**src/logic/apil_defs.svh**
```systemverilog
// constants for the alarm panel indicator logic: counts, offsets, timing, reset values
`ifndef APIL_DEFS_SVH
`define APIL_DEFS_SVH

`define APIL_CLK_KHZ 125000
`define APIL_BLINK_HALF_MS 250
`define APIL_DED_INPUTS 12
`define APIL_CFG_CONTACTS 4
`define APIL_CFG_BASE 12
`define APIL_MAX_INPUTS 32
`define APIL_MAX_OUTPUTS 16
`define APIL_FAIL_RST 1'h1
`define APIL_LAMP_OFF 1'h0

`endif

```
**src/logic/apil_pkg.sv**
```systemverilog
// types shared by the alarm panel indicator logic
package apil_pkg;

   // two-colour lamp drive, green and red legs
   typedef struct packed {
      logic green;
      logic red;
   } apil_lamp2_s;

   // card processor condition as seen by the failure lamp
   typedef enum logic [3:0] {
      APIL_F_HELD = 4'h1,
      APIL_F_BOOT = 4'h2,
      APIL_F_DOWN = 4'h4,
      APIL_F_UP = 4'h8
   } apil_fail_e;

endpackage

```
**src/logic/apil_alarm_panel_indicator_logic.sv**
```systemverilog
// faceplate lamp drive and environmental contact logic for the alarm card
`timescale 1ns/1ps
`default_nettype none
`include "apil_defs.svh"
module apil_alarm_panel_indicator_logic #(
   parameter int unsigned BLINK_HALF_CYC = `APIL_BLINK_HALF_MS * `APIL_CLK_KHZ
) (
   input wire logic clock,                         // card clock, 125 MHz
   input wire logic reset_n,                       // async card reset, active low
   input wire logic cardInReset,                   // card held in reset
   input wire logic procBooting,                   // processor boot in progress
   input wire logic procReady,                     // processor ready
   input wire logic provisioned,                   // card provisioned for operation
   input wire logic supplyAOk,                     // supply input A in range
   input wire logic supplyBOk,                     // supply input B in range
   input wire logic localCallDet,                  // call seen on local orderwire
   input wire logic expressCallDet,                // call seen on express_orderwire
   input wire logic expansionPresent,              // alarm_expansion_panel fitted
   input wire logic [31:0] contactIn,              // contact state, 1 = closed
   input wire logic [31:0] inPolarity,             // 1 = alarm on closure
   input wire logic [3:0] cfgDirOut,               // configurable contact, 1 = output
   input wire logic [15:0] outTrigger,             // provisioned trigger per output
   input wire logic [15:0] outForceEn,             // manual operation per output
   input wire logic [15:0] outForceClose,          // manual level, 1 = close
   output logic failLamp,                          // red failure lamp
   output logic actLamp,                           // green activity lamp
   output apil_pkg::apil_lamp2_s supplyALamp,      // supply_a_lamp green/red
   output apil_pkg::apil_lamp2_s supplyBLamp,      // supply_b_lamp green/red
   output logic inputLamp,                         // amber input lamp
   output logic outputLamp,                        // amber output lamp
   output logic localRingLamp,                     // local ring lamp
   output logic expressRingLamp,                   // express ring lamp
   output logic [31:0] alarmIn,                    // per-input alarm state
   output logic [15:0] contactOutClose,            // per-output close command
   output logic [15:0] contactOutDrive             // output in use (enable)
);
   logic blinkTick;
   logic blinkPhase_ff;
   apil_pkg::apil_fail_e failState_ff;
   apil_pkg::apil_fail_e nxt_failState;
   logic nxt_failLamp;
   logic [31:0] inMask;
   logic [15:0] outMask;
   logic [31:0] nxt_alarmIn;
   logic [15:0] nxt_outClose;

   // one divider for every blinking lamp keeps them in step
   apil_blink_div #(
      .HALF_CYC(BLINK_HALF_CYC)
   ) u_div (
      .clock(clock),
      .reset_n(reset_n),
      .blinkTick(blinkTick)
   );

   // blink phase toggles on each divider tick
   always_ff @(posedge clock or negedge reset_n) begin
      if (!reset_n) begin
         blinkPhase_ff <= 1'h0;
      end else if (blinkTick) begin
         blinkPhase_ff <= ~blinkPhase_ff;
      end
   end

   // processor condition, reset has highest priority
   always_comb begin
      if (cardInReset) begin
         nxt_failState = apil_pkg::APIL_F_HELD;
      end else if (procBooting) begin
         nxt_failState = apil_pkg::APIL_F_BOOT;
      end else if (!procReady) begin
         nxt_failState = apil_pkg::APIL_F_DOWN;
      end else begin
         nxt_failState = apil_pkg::APIL_F_UP;
      end
   end

   // lamp decoded from the next state so it follows the inputs in one cycle
   always_comb begin
      case (nxt_failState)
         apil_pkg::APIL_F_HELD: nxt_failLamp = 1'h1;
         apil_pkg::APIL_F_BOOT: nxt_failLamp = blinkPhase_ff;
         apil_pkg::APIL_F_DOWN: nxt_failLamp = 1'h1;
         apil_pkg::APIL_F_UP: nxt_failLamp = 1'h0;
         default: nxt_failLamp = 1'h1;
      endcase
   end

   // failure lamp register; lit from reset so a dead card never looks healthy
   always_ff @(posedge clock or negedge reset_n) begin
      if (!reset_n) begin
         failState_ff <= apil_pkg::APIL_F_HELD;
         failLamp <= `APIL_FAIL_RST;
      end else begin
         failState_ff <= nxt_failState;
         failLamp <= nxt_failLamp;
      end
   end

   // activity and supply lamps
   always_ff @(posedge clock or negedge reset_n) begin
      if (!reset_n) begin
         actLamp <= `APIL_LAMP_OFF;
         supplyALamp <= '0;
         supplyBLamp <= '0;
      end else begin
         actLamp <= provisioned;
         supplyALamp.green <= supplyAOk;
         supplyALamp.red <= ~supplyAOk;
         supplyBLamp.green <= supplyBOk;
         supplyBLamp.red <= ~supplyBOk;
      end
   end

   // ring lamps blink only while a call is detected, each on its own
   always_ff @(posedge clock or negedge reset_n) begin
      if (!reset_n) begin
         localRingLamp <= `APIL_LAMP_OFF;
         expressRingLamp <= `APIL_LAMP_OFF;
      end else begin
         localRingLamp <= localCallDet & blinkPhase_ff;
         expressRingLamp <= expressCallDet & blinkPhase_ff;
      end
   end

   // per-input mask and polarity; contacts 12..15 double as outputs 0..3
   genvar gi;
   generate
      for (gi = 0; gi < `APIL_MAX_INPUTS; gi = gi + 1) begin : g_in
         if (gi < `APIL_DED_INPUTS) begin : g_ded
            assign inMask[gi] = 1'h1;
         end else if (gi < `APIL_CFG_BASE + `APIL_CFG_CONTACTS) begin : g_cfg
            assign inMask[gi] = expansionPresent | ~cfgDirOut[gi - `APIL_CFG_BASE];
         end else begin : g_exp
            assign inMask[gi] = expansionPresent;
         end
         assign nxt_alarmIn[gi] = inMask[gi] & (contactIn[gi] == inPolarity[gi]);
      end
   endgenerate

   // per-output mask and manual override
   genvar go;
   generate
      for (go = 0; go < `APIL_MAX_OUTPUTS; go = go + 1) begin : g_out
         if (go < `APIL_CFG_CONTACTS) begin : g_cfg
            assign outMask[go] = expansionPresent | cfgDirOut[go];
         end else begin : g_exp
            assign outMask[go] = expansionPresent;
         end
         // manual setting wins so a craftsperson can always silence a bell
         assign nxt_outClose[go] = outMask[go] &
            (outForceEn[go] ? outForceClose[go] : outTrigger[go]);
      end
   endgenerate

   // contact states and aggregate lamps registered together, so they agree
   always_ff @(posedge clock or negedge reset_n) begin
      if (!reset_n) begin
         alarmIn <= 32'h0;
         contactOutClose <= 16'h0;
         contactOutDrive <= 16'h0;
         inputLamp <= `APIL_LAMP_OFF;
         outputLamp <= `APIL_LAMP_OFF;
      end else begin
         alarmIn <= nxt_alarmIn;
         contactOutClose <= nxt_outClose;
         contactOutDrive <= outMask;
         inputLamp <= |nxt_alarmIn;
         outputLamp <= |nxt_outClose;
      end
   end
endmodule
`default_nettype wire

```
**src/logic/apil_blink_div.sv**
```systemverilog
// blink rate divider: one-cycle tick every half blink period
`timescale 1ns/1ps
`default_nettype none
module apil_blink_div #(
   parameter int unsigned HALF_CYC = 32'd31250000
) (
   input wire logic clock,      // card clock
   input wire logic reset_n,    // async reset, active low
   output logic blinkTick       // one-cycle enable pulse
);
   logic [31:0] cnt_ff;

   // free-running count; wraps so the tick spacing is exactly HALF_CYC
   always_ff @(posedge clock or negedge reset_n) begin
      if (!reset_n) begin
         cnt_ff <= 32'h0;
         blinkTick <= 1'h0;
      end else if (cnt_ff == 32'(HALF_CYC - 1)) begin
         cnt_ff <= 32'h0;
         blinkTick <= 1'h1;
      end else begin
         cnt_ff <= cnt_ff + 32'h1;
         blinkTick <= 1'h0;
      end
   end
endmodule
`default_nettype wire

```
**config.mk**
```make
export PLATFORM = sky130hd
export DESIGN_NAME = apil_alarm_panel_indicator_logic
export DESIGN_NICKNAME = d
export VERILOG_FILES = /design/src/logic/apil_pkg.sv /design/src/logic/apil_alarm_panel_indicator_logic.sv /design/src/logic/apil_blink_div.sv
export VERILOG_INCLUDE_DIRS = /design/src /design/src/logic
export SDC_FILE = /design/constraint.sdc
export NUM_CORES = 1
export LEC_CHECK = 0
export BUFFER_PORTS_ARGS = -buffer_cell sky130_fd_sc_hd__buf_2
export CAP_MARGIN = 15
export CORE_ASPECT_RATIO = 1.75
export CORE_MARGIN = 1
export CORE_UTILIZATION = 25
export DETAILED_ROUTE_END_ITERATION = 12
export PLACE_DENSITY = 0.55
export SYNTH_ARGS = -nofsm -noshare
export SYNTH_HDL_FRONTEND = slang
export SYNTH_SLANG_ARGS = --single-unit
```
**constraint.sdc**
```tcl
create_clock -name clock -period 5.5 [get_ports clock]
set_input_delay 0 -clock clock [delete_from_list [all_inputs] [get_ports clock]]
set_output_delay 0 -clock clock [all_outputs]
set_load 0.02 [all_outputs]
```
==> results of run 1 <==
-- flip-flops by register name, indices dropped and copies added (netlist names), 2 cells and up --
register,cells
alarmIn,32
u_div.cnt_ff,32
contactOutClose,16
contactOutDrive,5
supplyALamp,2
supplyBLamp,2
-- how the worst max path moves through the flow --
stage	startpoint	end
2_1_floorplan	u_div.cnt_ff[25]$_DFF_PN0_	u_div.cnt_ff[18]$_DFF_PN0_
3_3_place_gp	u_div.cnt_ff[13]$_DFF_PN0_	u_div.cnt_ff[23]$_DFF_PN0_
3_5_place_dp	u_div.cnt_ff[13]$_DFF_PN0_	u_div.cnt_ff[23]$_DFF_PN0_
4_1_cts	u_div.cnt_ff[13]$_DFF_PN0_	u_div.cnt_ff[23]$_DFF_PN0_
5_1_grt	u_div.cnt_ff[13]$_DFF_PN0_	u_div.cnt_ff[23]$_DFF_PN0_
6_report	u_div.cnt_ff[13]$_DFF_PN0_	u_div.cnt_ff[23]$_DFF_PN0_
-- repair_timing --
item | CTS | global route
gates resized for setup | 0 | 0
hold buffers | 94 | 0
endpoints found under the hold margin | 112 | 0
-- metal layers --
metal | vias up | wire [um] | track usage
met2 | 165 | 6640 | 0.278
met3 | 25 | 706 | 0.0428
met5 | - | 0 | 0
met1 | 1781 | 3920 | 0.132
li1 | 1788 | - | -
met4 | 0 | 355 | 0.0671
-- final cells by class --
class,instances,area share
sequential,97,0.374
timing repair buffer,295,0.300
clock inverter,7,0.0125
clock buffer,9,0.0346
tap,189,0.0364
multi-input combinational,233,0.237
inverter,9,0.00520
-- logic make-up (layout without fill, tap and decap cells) --
logic type,count (synthesis),after routing,synth area share
compound gates,16,16,0.0248
xor+xnor,57,57,0.121
fa+ha+maj,1,1,0.00303
buf+inv,30,320,0.0390
flops,97,97,0.587
mux,16,16,0.0387
simple gates,143,143,0.186
-- stage by stage --
| stage | power (mW) | area [um^2] |
|---|---|---|
| floorplan | 0.877 | 4130 |
| global placement | 0.987 | 5250 |
| detailed placement | 0.990 | 5250 |
| CTS | 1.70 | 6500 |
| global route | 1.75 | 6500 |
| finish | 1.67 | 6500 |
-- worst register-to-register path: stages (launching register included) --
cell     delay [ps]
dfrtp_1         460
nor4b_2         350
nand4_1         130
or4_4           600
nor2_1          600
o21ai_0         150
-- power by group --
| group | internal (mW) | switching, mW | total [mW] |
|---|---|---|---|
| combinational | 0.146 | 0.143 | 0.289 |
| sequential | 0.746 | 0.00898 | 0.755 |
| clock | 0.324 | 0.306 | 0.631 |
| total | 1.22 | 0.458 | 1.67 |
-- synthesized netlist by cell type (2+ instances only) --
cell type  count
dfrtp_1       96
nor2_1        40
xnor2_1       40
and2_1        18
xor2_1        17
mux2i_1       16
nand3_1       16
nand2_1       15
buf_4         12
nand4_1       12
nor4_1        12
a21oi_1        8
inv_1          8
and3_1         6
clkbuf_1       6
and4_1         5
nor3_1         5
a211o_1        3
buf_2          3
nor4b_1        3
or4_1          3
o21ai_0        2
or2_2          2
==> reports/metrics.cfg, run 1 <==
[synth]
synth.area.top_cells=dfrtp_1, xnor2_1, mux2i_1
yosys_warnings=0
synth_fp_nets=488
synth_cell_types=35
synth_edf_count=0
async_flop_share=1.00
post-synth-top-area-cell=dfrtp_1
ys_ff_latch=97
syn_inst=360
synth_seq_area_share=0.587
syn-cell-area_mm2=0.00413
ys.flop_type=dfrtp_1
synth_top_area_share=0.581
syn_area_per_cell_um2=11.5

[timing]
hold_viol_final=0
slew-limit-headroom=0.496
finalSetupViolations=0
rsz0062_at_grt=false
worst_pin_slew_ps=753
fin_crit_sh=0.441
period_needed_ps=2430
maxSlewViolCount=0
fmax_ghz=0.412
setup_tns_ps=0
whs_ps=9.97
clock_skew_ps=12.2
setup_slack_ps=3070

[setup_path]
cp_slowest_cell=or4_4
crit_chain=nor4b_2 -> nand4_1 -> or4_4 -> nor2_1 -> o21ai_0
path_class=reg2reg
rr_endpoint=u_div.cnt_ff[23]$_DFF_PN0_
reg2reg_slack_ps=3070
endpoint_kind=flop
rr_worst_depth=5
crit_buf_inv=0
cpPeakStageDelay_ps=600
cp_top_family=simple AND/OR/NAND/NOR gates
critPathMaxFanout=12
crit_required_ps=5690
arrival_ps=2620
crit_cells=5
worstReg2RegStart=u_div.cnt_ff[13]$_DFF_PN0_
cp-start-kind=flop

[cts]
cts_tree=built
clkLatencyLatePin_ps=350
cts-root-buf=clkbuf_16
cts-buffers-inserted=9
htree_num_levels=3
clk_pin_slew_ps=70
clock_sinks=97
cts_setup_buffers=0
clockBufferDepth=2

[floorplanning]
placementRows=61
die-height_um=172
initial_core_util=0.258
die_x_um=99.2
die_area_mm2=0.0171
ios=201
design.core.area_mm2=0.0160

[global_route]
grtUsageTotal=0.142
grt_max_degree=56
grt_pass1_wl_um=19000
overflow=0
antenna_found_initial=0
grt_pass1_vias=4075

[layout]
final_layout_size_suffix_gt1_frac=0.342
instances_no_fill=839
fin_nets=773
layout_commonest_cell=buf_2
layout_common_cells=buf_2, dfrtp_1, dlygate4sd3_1
nFillCells=1560
num_antenna_cells=0
multiInputGateArea_mm2=0.00154
register_area_mm2=0.00243
post-route-util=0.406
syn2layout_area_growth_pct=57.3

[placed_design]
gp_congestion=0.828
portBuffers=200
dp_cells=729
place_hpwl_um=8160
pre_cts_ws_ps=3050

[power]
peakVddDrop_mv=0.130
power_density_mw_per_mm2=257
p_leak_nw=3.21

[detailed_routing]
vias_per_cell=4.48
dr.pass1.iters=5
drcViolationCount=0
drt_iter0_drc=55
vias=3759
wl_um=11600
ant_nets=0
wl_per_cell_um=13.9

[worst_hold_path]
worstHoldStart=contactIn[16]
hold_path_class=in2reg
hold_path_end=alarmIn[16]$_DFF_PN0_
whs_path_depth=3

[status]
status=finished, final reports clean

[flow_run]
maxCapViolations=0

(Power assumes the default switching activity.)
==> inputs of run 2 (changes only) <==
--- a/config.mk
+++ b/config.mk
@@ -12,7 +12,7 @@
 export CORE_MARGIN = 1
 export CORE_UTILIZATION = 25
 export DETAILED_ROUTE_END_ITERATION = 12
-export PLACE_DENSITY = 0.55
+export PLACE_DENSITY = 0.56
 export SYNTH_ARGS = -nofsm -noshare
 export SYNTH_HDL_FRONTEND = slang
 export SYNTH_SLANG_ARGS = --single-unit
==> constraint.sdc (replaced) <==
create_clock -name clock -period 2.2 [get_ports clock]
set_input_delay 0 -clock clock [delete_from_list [all_inputs] [get_ports clock]]
set_output_delay 0 -clock clock [all_outputs]
set_load 0.02 [all_outputs]
==> reports/metrics.cfg, run 2 (synthesis gave the netlist of run 1 again) <==
[timing]
setup_tns_ps=0  ; unchanged
setup_slack_ps=111  ; -2960 ps
fin_crit_sh=0.950
slew-limit-headroom=0.547  ; +0.0512
whs_ps=18.3  ; +8.34 ps
rsz0062_at_grt=false
worst_pin_slew_ps=673  ; -80.2 ps
clock_skew_ps=10.6  ; -1.56 ps
period_needed_ps=2090
maxSlewViolCount=0  ; unchanged
fmax_ghz=0.479
finalSetupViolations=0  ; unchanged
hold_viol_final=0  ; unchanged

[cts]
clockBufferDepth=2  ; unchanged
clock_sinks=97  ; unchanged
cts-root-buf=clkbuf_16
clk_pin_slew_ps=70  ; about the same
cts_tree=built
cts-buffers-inserted=9  ; unchanged
htree_num_levels=3  ; unchanged
clkLatencyLatePin_ps=340  ; about the same
cts_setup_buffers=0  ; unchanged

[floorplanning]
die_area_mm2=0.0171  ; unchanged
die_x_um=99.2  ; unchanged
placementRows=61  ; unchanged
die-height_um=172  ; unchanged
design.core.area_mm2=0.0160  ; unchanged
ios=201  ; unchanged
initial_core_util=0.258  ; unchanged

[setup_path]
critPathMaxFanout=2  ; -10
crit_required_ps=2410  ; -3280 ps
cp-start-kind=input pin
rr_worst_depth=5  ; unchanged
crit_path_start=outTrigger[14]
arrival_ps=2300  ; -320 ps
worstReg2RegStart=u_div.cnt_ff[8]$_DFF_PN0_
path_class=in2reg
endpoint_kind=flop
reg2reg_slack_ps=140  ; -2930 ps

[detailed_routing]
vias=3786  ; +0.72%
wl_um=12000  ; +3.2%
drcViolationCount=0  ; unchanged
vias_per_cell=4.51  ; +0.60%
ant_nets=0  ; unchanged
dr.pass1.iters=4  ; -1
drt_iter0_drc=209  ; +280%
wl_per_cell_um=14.3  ; +3.0%

[global_route]
grtUsageTotal=0.144  ; +0.00161
grt_max_degree=38  ; -32%
antenna_found_initial=0  ; unchanged
grt_pass1_wl_um=19000  ; -0.33%
overflow=0  ; unchanged
grt_pass1_vias=4065  ; -0.25%

[power]
peakVddDrop_mv=0.499  ; +280%
seqPwrFrac=0.436  ; -0.015
p_int_mw=3.26  ; +170%
combPwrFrac=0.168  ; -0.004
power_frac_clock=0.396  ; +0.019
total_power_mw=4.33  ; +160%
netSwitchingFraction=0.247  ; -0.0270
power_density_mw_per_mm2=662  ; +160%
switchingPower_mw=1.07  ; +130%
p_leak_nw=3.23  ; +0.66%

[placed_design]
place_hpwl_um=8800  ; +7.8%
portBuffers=200  ; unchanged
pre_cts_ws_ps=148  ; -2900 ps
gp_congestion=0.838  ; +1.2%

[worst_hold_path]
whs_path_depth=3  ; unchanged
worstHoldStart=contactIn[19]
hold_path_class=in2reg

[layout]
layout_common_cells=buf_2, dfrtp_1, dlygate4sd3_1
fin_nets=774  ; +0.13%
num_antenna_cells=0  ; unchanged
final_layout_size_suffix_gt1_frac=0.352  ; +0.0102
nFillCells=1552  ; -0.51%
syn2layout_area_growth_pct=58.2
layout_commonest_cell=buf_2
top_regs=alarmIn (32), u_div.cnt_ff (32), contactOutClose (16)
post-route-util=0.408  ; +0.00250

[flow_run]
maxCapViolations=0  ; unchanged

[status]
status=finished, final reports clean

## run 2: cell count changes in the layout (fill, tap and decap cells not counted), moves of 2 or more
cell,before,now
buf_4,2,7
bufinv_16,0,2
clkinv_4,2,0
clkinv_8,2,0
dlygate4sd3_1,94,89
inv_8,2,0
## run 2: area by class of cell
cell class              count  area (um^2)  area share
clock buffers              11          243      0.0371
repair buffers            296         1960       0.300
flip-flops and latches     97         2430       0.371
clock inverters             5         85.1      0.0130
well taps                 189          236      0.0362
multi-input cells         233         1560       0.238
inverters                   9         33.8     0.00516
## run 2: path summary, 6_finish.rpt
kind	endpoint
setup / recovery	outputLamp$_DFF_PN0_
setup reg to reg	u_div.cnt_ff[18]$_DFF_PN0_
hold reg to reg	blinkPhase_ff$_DFFE_PN0P_
hold / removal	alarmIn[19]$_DFF_PN0_
min in group asynchronous	supplyALamp[0]$_DFF_PN0_
max in group asynchronous	contactOutClose[0]$_DFF_PN0_
## run 2: layer usage
metal | routed length (um) | vias to the layer above | share of wire | GRT usage
met2 | 6720 | 144 | 0.56 | 0.277
met4 | 396 | 0 | 0.033 | 0.0691
met3 | 616 | 27 | 0.051 | 0.0368
met5 | 0 | - | 0 | 0
li1 | - | 1782 | - | -
met1 | 4260 | 1833 | 0.36 | 0.141
## run 2: critical path, stage by stage
cell	delay [ps]
dlygate4sd3_1	540
buf_2	120
mux2i_1	110
dlygate4sd3_1	560
nor2_1	60
or4_1	540
nor4_2	260
nand3_1	110
## run 2: timing repair
action | 4_1_cts | 5_1_grt
endpoints found under the setup margin | 0 | 2
resized for setup | 0 | 2
endpoints found under the hold margin | 91 | 1
hold buffers | 88 | 1
## run 2: stage by stage
| step | area (um^2) | cells |
|---|---|---|
| global route | 6540 | 840 |
| global placement | 5310 | 735 |
| CTS | 6520 | 839 |
| floorplan | 4130 | 360 |
| finish | 6540 | 840 |
| detailed placement | 5310 | 735 |
## run 2: power by group through the flow
stage	sequential, mW	clock [mW]	combinational [mW]
global placement	1.92	0	0.562
finish	1.89	1.72	0.725
detailed placement	1.92	0	0.569
global route	1.90	1.84	0.778
floorplan	2.04	0	0.158
CTS	1.89	1.77	0.723
